===== src/inc/pmtt_pkg.sv =====
// package of constants and types for the pci master tenure timer
package pmtt_pkg;
    localparam int unsigned LAT_W         = 8;
    localparam logic [7:0]  LAT_RESET     = 8'h00;
    localparam logic [7:0]  LAT_GRAN_MASK = 8'hf8;
    localparam logic [7:0]  FIRST_LIMIT   = 8'h10;
    localparam logic [7:0]  NEXT_LIMIT    = 8'h08;
    localparam logic [1:0]  ARB_DELAY     = 2'h2;

    typedef enum logic [3:0] {
        PMTT_IDLE  = 4'h1,
        PMTT_WAIT  = 4'h2,
        PMTT_ADDR  = 4'h4,
        PMTT_DATA  = 4'h8
    } pmtt_state_e;
endpackage


===== src/inc/pmtt_if.sv =====
// bus signals between the tenure controlling master and the arbiter/target end
`timescale 1ns/100ps
interface pmtt_if;
    logic req;
    logic gnt;
    logic frame;
    logic irdy;
    logic trdy;
    logic bus_busy;

    modport master
    (
        output req,
        output frame,
        output irdy,
        input  gnt,
        input  trdy,
        input  bus_busy
    );
    modport system
    (
        input  req,
        input  frame,
        input  irdy,
        output gnt,
        output trdy,
        output bus_busy
    );
endinterface // pmtt_if


===== src/design/pmtt_master.sv =====
// master end: latency timer and bus tenure control
`timescale 1ns/100ps
module pmtt_master
(
    input  wire logic       clk,
    input  wire logic       rstn,
    pmtt_if.master          bus,
    input  wire logic       lat_we,
    input  wire logic [7:0] lat_wdata,
    input  wire logic       xfer_start,
    input  wire logic [7:0] xfer_len,
    output logic      [7:0] lat_value,
    output logic            lat_expired,
    output logic            xfer_busy,
    output logic            xfer_done,
    output logic            phase_ack,
    output logic            phase_late
);
    pmtt_pkg::pmtt_state_e state_q, state_d;
    logic [7:0] lat_q, lat_d;
    logic [7:0] cnt_q, cnt_d;
    logic [7:0] left_q, left_d;
    logic [7:0] wait_q, wait_d;
    logic       first_q, first_d;
    logic       pend_q, pend_d;
    logic       done_q, done_d;
    logic       late_q, late_d;
    logic       last;
    logic       stop;

    assign last = (left_q == 8'h01);
    // expired timer only ends tenure when grant is gone
    assign stop = (cnt_q == 8'h00) && !bus.gnt;

    always_comb
    begin
        state_d = state_q;
        lat_d   = lat_q;
        cnt_d   = cnt_q;
        left_d  = left_q;
        wait_d  = wait_q;
        first_d = first_q;
        pend_d  = pend_q;
        done_d  = 1'b0;
        late_d  = 1'b0;
        if (lat_we)
            lat_d = lat_wdata & pmtt_pkg::LAT_GRAN_MASK;
        if (state_q != pmtt_pkg::PMTT_IDLE && cnt_q != 8'h00)
            cnt_d = cnt_q - 8'h01;
        case (state_q)
            pmtt_pkg::PMTT_IDLE:
            begin
                if (xfer_start && xfer_len != 8'h00)
                begin
                    left_d  = xfer_len;
                    state_d = pmtt_pkg::PMTT_WAIT;
                end
            end
            pmtt_pkg::PMTT_WAIT:
            begin
                // grant alone is not enough, bus may still be in use
                if (bus.gnt && !bus.bus_busy)
                begin
                    cnt_d   = lat_q;
                    state_d = pmtt_pkg::PMTT_ADDR;
                end
            end
            pmtt_pkg::PMTT_ADDR:
            begin
                first_d = 1'b1;
                wait_d  = 8'h00;
                state_d = pmtt_pkg::PMTT_DATA;
            end
            pmtt_pkg::PMTT_DATA:
            begin
                wait_d = wait_q + 8'h01;
                if (wait_q >= (first_q ? pmtt_pkg::FIRST_LIMIT
                                       : pmtt_pkg::NEXT_LIMIT) - 8'h01 && !bus.trdy)
                    late_d = 1'b1;
                if (bus.trdy)
                begin
                    wait_d  = 8'h00;
                    first_d = 1'b0;
                    left_d  = left_q - 8'h01;
                    if (last)
                    begin
                        done_d  = 1'b1;
                        state_d = pmtt_pkg::PMTT_IDLE;
                    end
                    else if (stop)
                    begin
                        // remainder waits for a fresh tenure
                        state_d = pmtt_pkg::PMTT_WAIT;
                    end
                end
            end
            default:
                state_d = pmtt_pkg::PMTT_IDLE;
        endcase
        // final phase drops frame: last dword, or tenure ending on expiry when stop is set before that phase's trdy
        pend_d = (state_d == pmtt_pkg::PMTT_DATA) && last_next(left_d, stop);
    end

    function automatic logic last_next(logic [7:0] l, logic st);
        last_next = (l == 8'h01) || st;
    endfunction

    always_ff @(posedge clk)
    begin
        if (!rstn)
        begin
            state_q <= pmtt_pkg::PMTT_IDLE;
            lat_q   <= pmtt_pkg::LAT_RESET;
            cnt_q   <= 8'h00;
            left_q  <= 8'h00;
            wait_q  <= 8'h00;
            first_q <= 1'b0;
            pend_q  <= 1'b0;
            done_q  <= 1'b0;
            late_q  <= 1'b0;
        end
        else
        begin
            state_q <= state_d;
            lat_q   <= lat_d;
            cnt_q   <= cnt_d;
            left_q  <= left_d;
            wait_q  <= wait_d;
            first_q <= first_d;
            pend_q  <= pend_d;
            done_q  <= done_d;
            late_q  <= late_d;
        end
    end

    assign bus.req   = (state_q == pmtt_pkg::PMTT_WAIT);
    // frame drops on the final phase unless stop rises with its trdy, irdy holds until target ready
    assign bus.frame = (state_q == pmtt_pkg::PMTT_ADDR) ||
                       (state_q == pmtt_pkg::PMTT_DATA && !pend_q);
    assign bus.irdy  = (state_q == pmtt_pkg::PMTT_DATA);
    assign lat_value   = lat_q;
    assign lat_expired = (cnt_q == 8'h00) && (state_q == pmtt_pkg::PMTT_DATA);
    assign xfer_busy   = (state_q != pmtt_pkg::PMTT_IDLE);
    assign xfer_done   = done_q;
    assign phase_ack   = (state_q == pmtt_pkg::PMTT_DATA) && bus.trdy;
    assign phase_late  = late_q;
endmodule // pmtt_master


===== src/flat_wrapper.sv =====
// flat-port wrapper written by rule: the top's interface ports become plain ports
module pmtt_master_flat 
  (clk, rstn, lat_we, lat_wdata, xfer_start, xfer_len, lat_value, lat_expired, xfer_busy, xfer_done, phase_ack, phase_late, bus_req, bus_frame, bus_irdy, bus_gnt, bus_trdy, bus_bus_busy);
  pmtt_if bus_i ();
  input  wire logic clk;
  input  wire logic rstn;
  input  wire logic lat_we;
  input  wire logic [7:0] lat_wdata;
  input  wire logic xfer_start;
  input  wire logic [7:0] xfer_len;
  output logic      [7:0] lat_value;
  output logic lat_expired;
  output logic xfer_busy;
  output logic xfer_done;
  output logic phase_ack;
  output logic phase_late;
  output wire logic [$bits(bus_i.req)-1:0] bus_req;
  output wire logic [$bits(bus_i.frame)-1:0] bus_frame;
  output wire logic [$bits(bus_i.irdy)-1:0] bus_irdy;
  input wire logic [$bits(bus_i.gnt)-1:0] bus_gnt;
  input wire logic [$bits(bus_i.trdy)-1:0] bus_trdy;
  input wire logic [$bits(bus_i.bus_busy)-1:0] bus_bus_busy;
  assign bus_req = bus_i.req;
  assign bus_frame = bus_i.frame;
  assign bus_irdy = bus_i.irdy;
  assign bus_i.gnt = bus_gnt;
  assign bus_i.trdy = bus_trdy;
  assign bus_i.bus_busy = bus_bus_busy;
  pmtt_master u_core (.clk(clk), .rstn(rstn), .bus(bus_i), .lat_we(lat_we), .lat_wdata(lat_wdata), .xfer_start(xfer_start), .xfer_len(xfer_len), .lat_value(lat_value), .lat_expired(lat_expired), .xfer_busy(xfer_busy), .xfer_done(xfer_done), .phase_ack(phase_ack), .phase_late(phase_late));
endmodule

===== config.mk =====
export PLATFORM = sky130hd
export DESIGN_NAME = pmtt_master_flat
export DESIGN_NICKNAME = d
export VERILOG_FILES = /design/src/inc/pmtt_pkg.sv /design/src/inc/pmtt_if.sv /design/src/design/pmtt_master.sv /design/src/flat_wrapper.sv
export SDC_FILE = /design/constraint.sdc
export NUM_CORES = 1
export LEC_CHECK = 0
export ABC_AREA = 1
export BUFFER_PORTS_ARGS = -buffer_cell sky130_fd_sc_hd__buf_2
export CAP_MARGIN = 15
export CORE_ASPECT_RATIO = 1.75
export CORE_MARGIN = 1.5
export CORE_UTILIZATION = 30
export CTS_CLUSTER_SIZE = 30
export DETAILED_ROUTE_END_ITERATION = 8
export GPL_ROUTABILITY_DRIVEN = 0
export PLACE_DENSITY = 0.46
export SYNTH_ARGS = -nofsm -noshare
export SYNTH_HDL_FRONTEND = slang
export SYNTH_SLANG_ARGS = --single-unit

===== constraint.sdc =====
create_clock -name clk -period 1.9 [get_ports clk]
set_input_delay 0.285 -clock clk [delete_from_list [all_inputs] [get_ports clk]]
set_output_delay 0.285 -clock clk [all_outputs]
set_load 0.01 [all_outputs]

==> metrics, run 1 <==
status complete, no violations; share of power burned in registers 0.375; post-synthesis xor/xnor area fraction 0.0127; CTS max path bufs 2; syn avg cell area 6.75 µm²; Buf/Inv on CP 3; Worst setup EP type primary output; die area 0.00742 mm²; sequential element share of the synthesized area 0.358; reg2reg end u_core.pend_q$_SDFF_PN0_; area grow syn2layout 23.5%; mux contribution to synthesized area 0; clock root buffer clkbuf_16; Post-Synth Adder-Cell Area 0.0363; post-synth cell types 32; slowest stage delay, CP approximately 350 ps; Fin Hold WS 226 ps; Starting DRT DRC Count 64; Final WS setup 156 ps; flops & latches, synth 37; Comb power frac 0.280; via-per-instance ratio approximately 4.7; post-route ant nets 0; Die Span X between 60 and 70 µm; Clock Skews approximately 4.8 ps; Switching Share 0.328; Hold Vio Cnt, Final 0; cell-internal power ~1700 µW; CTS buffer count 5; antenna violations before repair 0; clock latency on the worst-skew pair approximately 280 ps; Routed WL per cell 12.5 µm; minimum clock period after layout between 1500 and 2000 ps; Yosys warnings 0; Min-Delay Path Class in -> reg; main combinational cell family by area after synthesis simple AND/OR/NAND/NOR gates; area of the multi-input gates 0.00116 mm²; routed wire length between 5 and 6 mm; fillers roughly 750; fmax around 0.57 GHz; FF-to-FF path depth 11; post-CTS setup buffer count 0; Hold Path Origin lat_wdata[5]; Row Count 39; grt ovf 0; LEAKAGE ~0.0012 µW; Pwr per Cell Area just under 1000 mW/mm²; most frequent cells in the layout nand2_1, nor2_1, dfxtp_1; DR vias 2033; crit path max fanout 9; number of enable flip-flop cells after synthesis 0; Async SR Flop Fraction 0; CTS tree built; Starting Density 0.314; Final period util 0.918; Port Buffers 32; worst reg2reg path startpoint u_core.state_q[0]$_SDFF_PN1_; Synth Flop Type dfxtp_1; synthesized instance count ~300; Critical-path top delay cell dfxtp_1; vias in the first global route approximately 2000; simple-gate share of the synthesized area 0.357; commonest non-fill, non-tap cell in the layout nand2_1; Core ar. ~0.0066 mm²; data required time of the critical path 1620 ps; Hold Path Depth 3; Ports 39; Cell Chain, Critical Path nor2_1, nand3_4, inv_1, buf_4, buf_2; clk sinks 37; Crit path arrival time between 1000 and 1500 ps; Post-Syn Area about 0.0021 mm²; Die Height between 100 and 150 µm; dpl hpwl about 4.4 mm; CP delay by family, top buffers and inverters; htree depth 2; Setup CP Type reg -> out; Psw 828 µW; FF-to-FF setup slack roughly 210 ps; Setup-failing EPs final 0; Critical Path Source Type register; gr usage total 0.163; first-pass GRT wire length between 9 and 10 mm; VDD IR max 688 µV; compound-gate portion of the synthesized area 0.142; largest area contributor in the netlist dfxtp_1; clock network fraction of total power 0.345; 1st-pass router iterations 4; # diodes 0; Slew Limit Fails 0; pre-CTS WS 118 ps; Worst-path clk slew 60 ps; Yosys top cell area share 0.358; fin nets roughly 380; fin cells around 430; dpl cells around 430; residual DRC count 0; Hold EP u_core.lat_value[5]$_SDFFE_PN0P_; pin count of the biggest net entering global routing 14; register area between 700 and 800 µm²; Max-Cap Viols 0; layout cells sized above 1 0.208; Post-Route Setup TNS 0 ps; ranking of synthesized cells by area dfxtp_1, nand2_1, nor2_1, inv_1, o21ai_0
-- cell usage after synthesis (2+ instances only) --
master / count
nand2_1: 70
nor2_1: 49
dfxtp_1: 37
inv_1: 36
o21ai_0: 23
a21oi_1: 15
nand3_1: 12
nand4_1: 11
nor3_1: 9
a21oi_2: 7
ha_1: 6
clkbuf_1: 4
a221oi_1: 3
buf_4: 3
inv_2: 2
nand3b_1: 2
xor2_1: 2
-- routing by layer --
metal	vias up	GRT usage	share of wire	wire length [µm]
met5	-	0	0	0
met4	0	0.0764	0.031	167
li1	1073	-	-	-
met3	12	0.0348	0.031	170
met1	907	0.156	0.37	2000
met2	41	0.314	0.57	3080
-- flip-flops by register name, indices dropped and copies added, names as in the netlist --
register,count
u_core.wait_q,8
u_core.state_q,4
u_core.phase_late,1
u_core.xfer_done,1
u_core.first_q,1
u_core.cnt_q,8
u_core.left_q,8
u_core.lat_value,5
u_core.pend_q,1
-- stage by stage --
step | util | area [µm²] | total power [µW]
detailed placement | 0.361 | 2380 | 1650
global placement | 0.361 | 2380 | 1650
floorplan | - | 2070 | 1450
CTS | 0.385 | 2530 | 2550
global route | 0.387 | 2550 | 2720
finish | 0.387 | 2550 | 2530
-- worst register-to-register path, stage by stage (launching register included) --
cell and delay (ps):
dfxtp_1 410, nor2_1 100, nand3_4 100, inv_1 120, buf_4 190, o21ai_0 80
nand3_1 150, a21oi_2 160, nand2_1 70, nor2_1 100, nand2_1 70, a21oi_2 100
-- kinds of logic after synthesis --
family / count (synthesis)
xor gates and xnor gates: 3
AOI/OAI and AO/OA: 50
DFF: 37
adders and majority gates: 6
buffers and inverters: 47
other: 1
and+or+nand+nor: 162
-- power by group through the flow --
stage          registers [µW]  clock network (µW)  logic, µW
3_3_place_gp              960                   0        692
5_1_grt                   961                 944        814
6_report                  947                 871        708
4_1_cts                   945                 908        697
2_1_floorplan             945                   0        509
3_5_place_dp              961                   0        692
-- final cells by class --
type | count | share of cell area
Clock buffer | 7 | 0.0598
Clock inverter | 1 | 0.00196
Inverter | 39 | 0.0583
Multi-Input combinational cell | 224 | 0.454
Sequential cell | 37 | 0.290
Tap cell | 82 | 0.0402
Timing Repair Buffer | 43 | 0.0951
-- how the worst max path moves through the flow --
stage | from | end | slack [ps] | cells past startpoint
global placement | u_core.cnt_q[0]$_SDFF_PN0_ | u_core.cnt_q[6]$_SDFF_PN0_ | 120 | 11
global route | u_core.cnt_q[1]$_SDFF_PN0_ | u_core.cnt_q[6]$_SDFF_PN0_ | -4 | 11
finish | u_core.state_q[0]$_SDFF_PN1_ | bus_irdy | 160 | 5
floorplan | u_core.state_q[1]$_SDFF_PN0_ | u_core.pend_q$_SDFF_PN0_ | 220 | 11
detailed placement | u_core.cnt_q[0]$_SDFF_PN0_ | u_core.cnt_q[6]$_SDFF_PN0_ | 120 | 11
CTS | u_core.state_q[1]$_SDFF_PN0_ | bus_frame | 90 | 6
-- what timing repair did --
action,4_1_cts,5_1_grt
setup endpoints to repair,0,3
endpoints found under the hold margin,0,0
resized for setup,0,4
hold buffers,0,0
No activity file was read; power rests on OpenSTA's default activity.
==> inputs of run 2 (changes only) <==
Settings changed: CTS_BUF_LIST from default to sky130_fd_sc_hd__clkbuf_4, GPL_ROUTABILITY_DRIVEN 0 to default.
==> metrics, run 2 (synthesis results as in run 1) <==
status complete, no violations (unchanged); Row Count 39 (unchanged); post-CTS setup buffer count 0 (unchanged); Critical Path Source Type register (unchanged); Fin Hold WS 154 ps (was 226 ps); Area after DPL 0.00238 mm² (unchanged); Max-Cap Viols 0 (unchanged); top flop regs u_core.cnt_q x8, u_core.left_q x8, u_core.wait_q x8 (unchanged); Routed WL per cell 12.6 µm (was 12.5 µm); Starting DRT DRC Count 58 (was 64); post-route ant nets 0 (unchanged); Setup CP Type reg -> out (unchanged); Setup-failing EPs final 0 (unchanged); fin util 0.374 (was 0.387); layout cells sized above 1 0.219 (was 0.208); Clock Skews 9.27 ps (was 4.81 ps); fmax 0.568 GHz (was 0.573 GHz); grt ovf 0 (unchanged); via-per-instance ratio 4.74 (was 4.70); GPL Wtd Cong around 0.80; residual DRC count 0 (unchanged); antenna violations before repair 0 (unchanged); fin nets 379 (unchanged); CTS tree built (unchanged); Min-Delay Path Class in -> reg (unchanged); Psw 798 µW (was 828 µW); fillers 756 (was 747); VDD IR max 464 µV (was 688 µV); cell-internal power 1290 µW (was 1700 µW); most frequent cells in the layout nand2_1, nor2_1, dfxtp_1 (unchanged); area of the multi-input gates 0.00118 mm² (was 0.00116 mm²); pin count of the biggest net entering global routing 14 (unchanged); Hold Vio Cnt, Final 0 (unchanged); Port Buffers 32 (unchanged); Worst setup EP type primary output (unchanged); Post-Route Setup TNS 0 ps (unchanged); gr usage total 0.161 (was 0.163); routed wire length 5.45 mm (was 5.42 mm); data required time of the critical path 1620 ps (about the same); minimum clock period after layout 1760 ps (was 1740 ps); commonest non-fill, non-tap cell in the layout nand2_1 (unchanged); Pwr per Cell Area 846 mW/mm² (was 990 mW/mm²); Worst-path clk slew 110 ps (was 60 ps); vias in the first global route 2006 (was 2018); htree depth 2 (unchanged); Power, Total 2080 µW (was 2530 µW); clk sinks 37 (unchanged); area grow syn2layout 19.1% (was 23.5%); register area 742 µm² (was 741 µm²); LEAKAGE 0.00113 µW (was 0.00118 µW); Comb power frac 0.352 (was 0.280); RSZ-0062 raised after global routing no; DR vias 2052 (was 2033); clock network fraction of total power 0.192 (was 0.345); Switching Share 0.383 (was 0.328); final instance area 0.00246 mm² (was 0.00255 mm²); Final period util 0.926 (was 0.918); CTS max path bufs 2 (unchanged); Slew Limit Fails 0 (unchanged); Crit path arrival time 1470 ps (was 1460 ps); crit path max fanout 9 (unchanged); Die Height 113 µm (unchanged); share of power burned in registers 0.456 (was 0.375); clock root buffer clkbuf_4 (was clkbuf_16); dpl hpwl 4.36 mm (unchanged); # diodes 0 (unchanged); CTS buffer count 5 (unchanged); Ports 39 (unchanged); die area 0.00742 mm² (unchanged); first-pass GRT wire length 9.09 mm (was 9.16 mm); Die Span X 65.7 µm (unchanged); Core ar. 0.00659 mm² (unchanged); clock latency on the worst-skew pair 350 ps (was 280 ps); 1st-pass router iterations 4 (unchanged); Starting Density 0.314 (unchanged)
run 2: cell types whose count changed in the layout (fill, tap and decap cells not counted), moves of 2 or more:
cell,previous run,this run
clkbuf_16,5,0
nor2_1,49,47
clkbuf_8,2,0
clkbuf_4,0,5
inv_2,2,4
clkinv_1,0,2
nor2_2,1,3
inv_1,36,34
run 2: final timing paths:
| path | depth (start not counted) | slack, ps | start | endpoint |
|---|---|---|---|---|
| setup reg to reg | 11 | 170 | u_core.state_q[3]$_SDFF_PN0_ | u_core.pend_q$_SDFF_PN0_ |
| setup / recovery | 5 | 140 | u_core.state_q[0]$_SDFF_PN1_ | bus_irdy |
| hold reg to reg | 2 | 480 | u_core.first_q$_SDFFE_PN0P_ | u_core.first_q$_SDFFE_PN0P_ |
| hold / removal | 3 | 150 | lat_wdata[5] | u_core.lat_value[5]$_SDFFE_PN0P_ |
run 2: power by group through the flow:
stage | clock, µW | combinational, µW | sequential [µW]
after detailed placement | 0 | 692 | 961
after global placement | 0 | 692 | 960
after global routing | 466 | 841 | 964
after CTS | 437 | 698 | 944
final | 401 | 734 | 949
after floorplan | 0 | 509 | 945
run 2: layer usage:
layer / GRT usage / part of all wire / vias to the layer above / wire, µm
met5: 0 / 0 / - / 0
met4: 0.0722 / 0.029 / 0 / 158
met3: 0.0318 / 0.034 / 9 / 185
met2: 0.315 / 0.57 / 46 / 3120
met1: 0.153 / 0.36 / 924 / 1980
li1: - / - / 1073 / -
run 2: through the flow:
| step | worst slack, ps | std cells |
|---|---|---|
| floorplan | 219 | 308 |
| global placement | 123 | 425 |
| detailed placement | 118 | 425 |
| CTS | 32.6 | 433 |
| global route | 6.01 | 433 |
| finish | 140 | 433 |
run 2: timing repair:
item	CTS	global route
hold buffers	0	0
setup endpoints to repair	1	5
gates resized for setup	1	10
pin swaps	0	2
run 2: worst max-delay path, cell delays in order, from the launching register on:
cell and delay (ps):
dfxtp_1 370, nor2_1 180, nand3_4 140, inv_2 130, buf_4 170, buf_2 140
run 2: area by class of cell:
class | instances | share of cell area
clock inverter | 3 | 0.00508
clock buffer | 5 | 0.0152
sequential | 37 | 0.301
tap | 82 | 0.0417
timing repair buffer | 43 | 0.0986
multi-input combinational | 224 | 0.478
inverter | 39 | 0.0605
==> inputs of run 3 (changes only) <==
Settings changed: CORE_MARGIN 1.5 to default.
==> metrics, run 3 (synthesis results as in run 1) <==
status complete, no violations (unchanged); Port Buffers 32 (unchanged); # hold bufs at CTS 0 (unchanged); fmax 0.557 GHz (was 0.568 GHz); CP delay by family, top flip-flops (was buffers and inverters); residual DRC count 0 (unchanged); slowest stage delay, CP 370 ps (about the same); Routed WL per cell 12.6 µm (about the same); area grow syn2layout 19.0% (was 19.1%); Slew Limit Fails 0 (unchanged); Worst setup EP type primary output (unchanged); Ports 39 (unchanged); grt ovf 0 (unchanged); first-pass GRT wire length 9.02 mm (was 9.09 mm); VDD IR max 517 µV (was 464 µV); pre-CTS WS 124 ps (was 118 ps); clock root buffer clkbuf_4 (unchanged); Max-Cap Viols 0 (unchanged); cell-internal power 1280 µW (was 1290 µW); CTS max path bufs 2 (unchanged); crit path max fanout 5 (was 9); data required time of the critical path 1620 ps (about the same); Psw 790 µW (was 798 µW); htree depth 2 (unchanged); Setup CP Type reg -> out (unchanged); GPL Wtd Cong 0.829 (was 0.802); Pwr per Cell Area 843 mW/mm² (was 846 mW/mm²); RSZ-0062 raised after global routing no (unchanged); Buf/Inv on CP 2 (was 3); gr usage total 0.165 (was 0.161); clock network fraction of total power 0.192 (about the same); Final period util 0.945 (was 0.926); fin cells 434 (was 433); Hold Vio Cnt, Final 0 (unchanged); Critical-path top delay cell dfxtp_1 (unchanged); # diodes 0 (unchanged); Starting Density 0.314 (unchanged); Min-Delay Path Class in -> reg (unchanged); share of power burned in registers 0.457 (was 0.456); Power, Total 2070 µW (was 2080 µW); most frequent cells in the layout nand2_1, nor2_1, dfxtp_1 (unchanged); Clock Skews 13.1 ps (was 9.27 ps); Row Count 39 (unchanged); Comb power frac 0.351 (was 0.352); antenna violations before repair 0 (unchanged); Worst-path clk slew 110 ps (about the same); Starting DRT DRC Count 45 (was 58); Critical Path Source Type register (unchanged); vias in the first global route 2038 (was 2006); LEAKAGE 0.00114 µW (was 0.00113 µW); Die Height 112 µm (was 113 µm); Crit path arrival time 1510 ps (was 1470 ps); clock latency on the worst-skew pair 350 ps (about the same); post-route ant nets 0 (unchanged); Switching Share 0.381 (was 0.383); CTS buffer count 5 (unchanged); fin nets 380 (was 379); Die Span X 64.7 µm (was 65.7 µm); Setup-failing EPs final 0 (unchanged); dpl hpwl 4.44 mm (was 4.36 mm); Final WS setup 105 ps (was 140 ps); pin count of the biggest net entering global routing 14 (unchanged); CTS tree built (unchanged); layout cells sized above 1 0.210 (was 0.219); Core ar. 0.00659 mm² (unchanged); die area 0.00724 mm² (was 0.00742 mm²); via-per-instance ratio 4.69 (was 4.74); clk sinks 37 (unchanged); routed wire length 5.47 mm (was 5.45 mm); 1st-pass router iterations 4 (unchanged); top flop regs u_core.cnt_q x8, u_core.left_q x8, u_core.wait_q x8 (unchanged); dpl cells 426 (was 425); DR vias 2037 (was 2052); Post-Route Setup TNS 0 ps (unchanged); Cell Chain, Critical Path nor2_2, nand3_4, buf_4, o21ai_1, buf_2 (was nor2_1, nand3_4, inv_2, buf_4, buf_2); commonest non-fill, non-tap cell in the layout nand2_1 (unchanged); minimum clock period after layout 1790 ps (was 1760 ps)
[run 3: changes by cell type in the layout (fill, tap and decap cells not counted), sizes merged]
cell | previous run | this run
buf | 43 | 44
[run 3: power groups by stage]
stage	Combinational [µW]	Sequential (µW)	Clock, µW
CTS	700	944	433
finish	728	947	398
global placement	695	961	0
detailed placement	695	961	0
floorplan	509	945	0
global route	834	958	458
[run 3: metrics by stage]
step	utilization	instance area, µm²	hold slack [ps]
2_1_floorplan	-	2070	420
3_3_place_gp	0.362	2380	455
3_5_place_dp	0.362	2380	461
4_1_cts	0.371	2440	133
5_1_grt	0.373	2460	140
6_report	0.373	2460	156
[run 3: final cells by class]
| type | instances | area [µm²] |
|---|---|---|
| Multi-Input combinational cell | 224 | 1170 |
| Tap cell | 82 | 103 |
| Inverter | 39 | 149 |
| Clock inverter | 3 | 12.5 |
| Fill cell | 768 | 4130 |
| Sequential cell | 37 | 741 |
| Timing Repair Buffer | 44 | 250 |
| Clock buffer | 5 | 37.5 |
[run 3: timing repair]
action                                  in CTS  in global routing
setup buffers                                0                  0
endpoints found under the setup margin       1                  4
gates resized for setup                      2                  5
cloned                                       0                  0
pin swaps                                    0                  1
[run 3: worst paths after layout]
check | cells past startpoint | slack [ps] | to | startpoint
setup / recovery | 5 | 110 | bus_frame | u_core.state_q[1]$_SDFF_PN0_
hold reg to reg | 2 | 470 | u_core.first_q$_SDFFE_PN0P_ | u_core.first_q$_SDFFE_PN0P_
setup reg to reg | 7 | 190 | u_core.wait_q[3]$_SDFFE_PN0P_ | u_core.state_q[1]$_SDFF_PN0_
hold / removal | 3 | 160 | u_core.lat_value[5]$_SDFFE_PN0P_ | lat_wdata[5]
[run 3: worst min-delay path, delay by kind of cell]
kind          cells  cell delay (ps)
buf+inv           1               80
simple gates      2              110
[run 3: metal layers]
| layer | vias to the layer above | track usage | wire [µm] |
|---|---|---|---|
| met5 | - | 0 | 0 |
| met4 | 0 | 0.0904 | 191 |
| met3 | 13 | 0.0287 | 146 |
| met2 | 40 | 0.326 | 3080 |
| met1 | 906 | 0.150 | 2050 |
| li1 | 1078 | - | - |
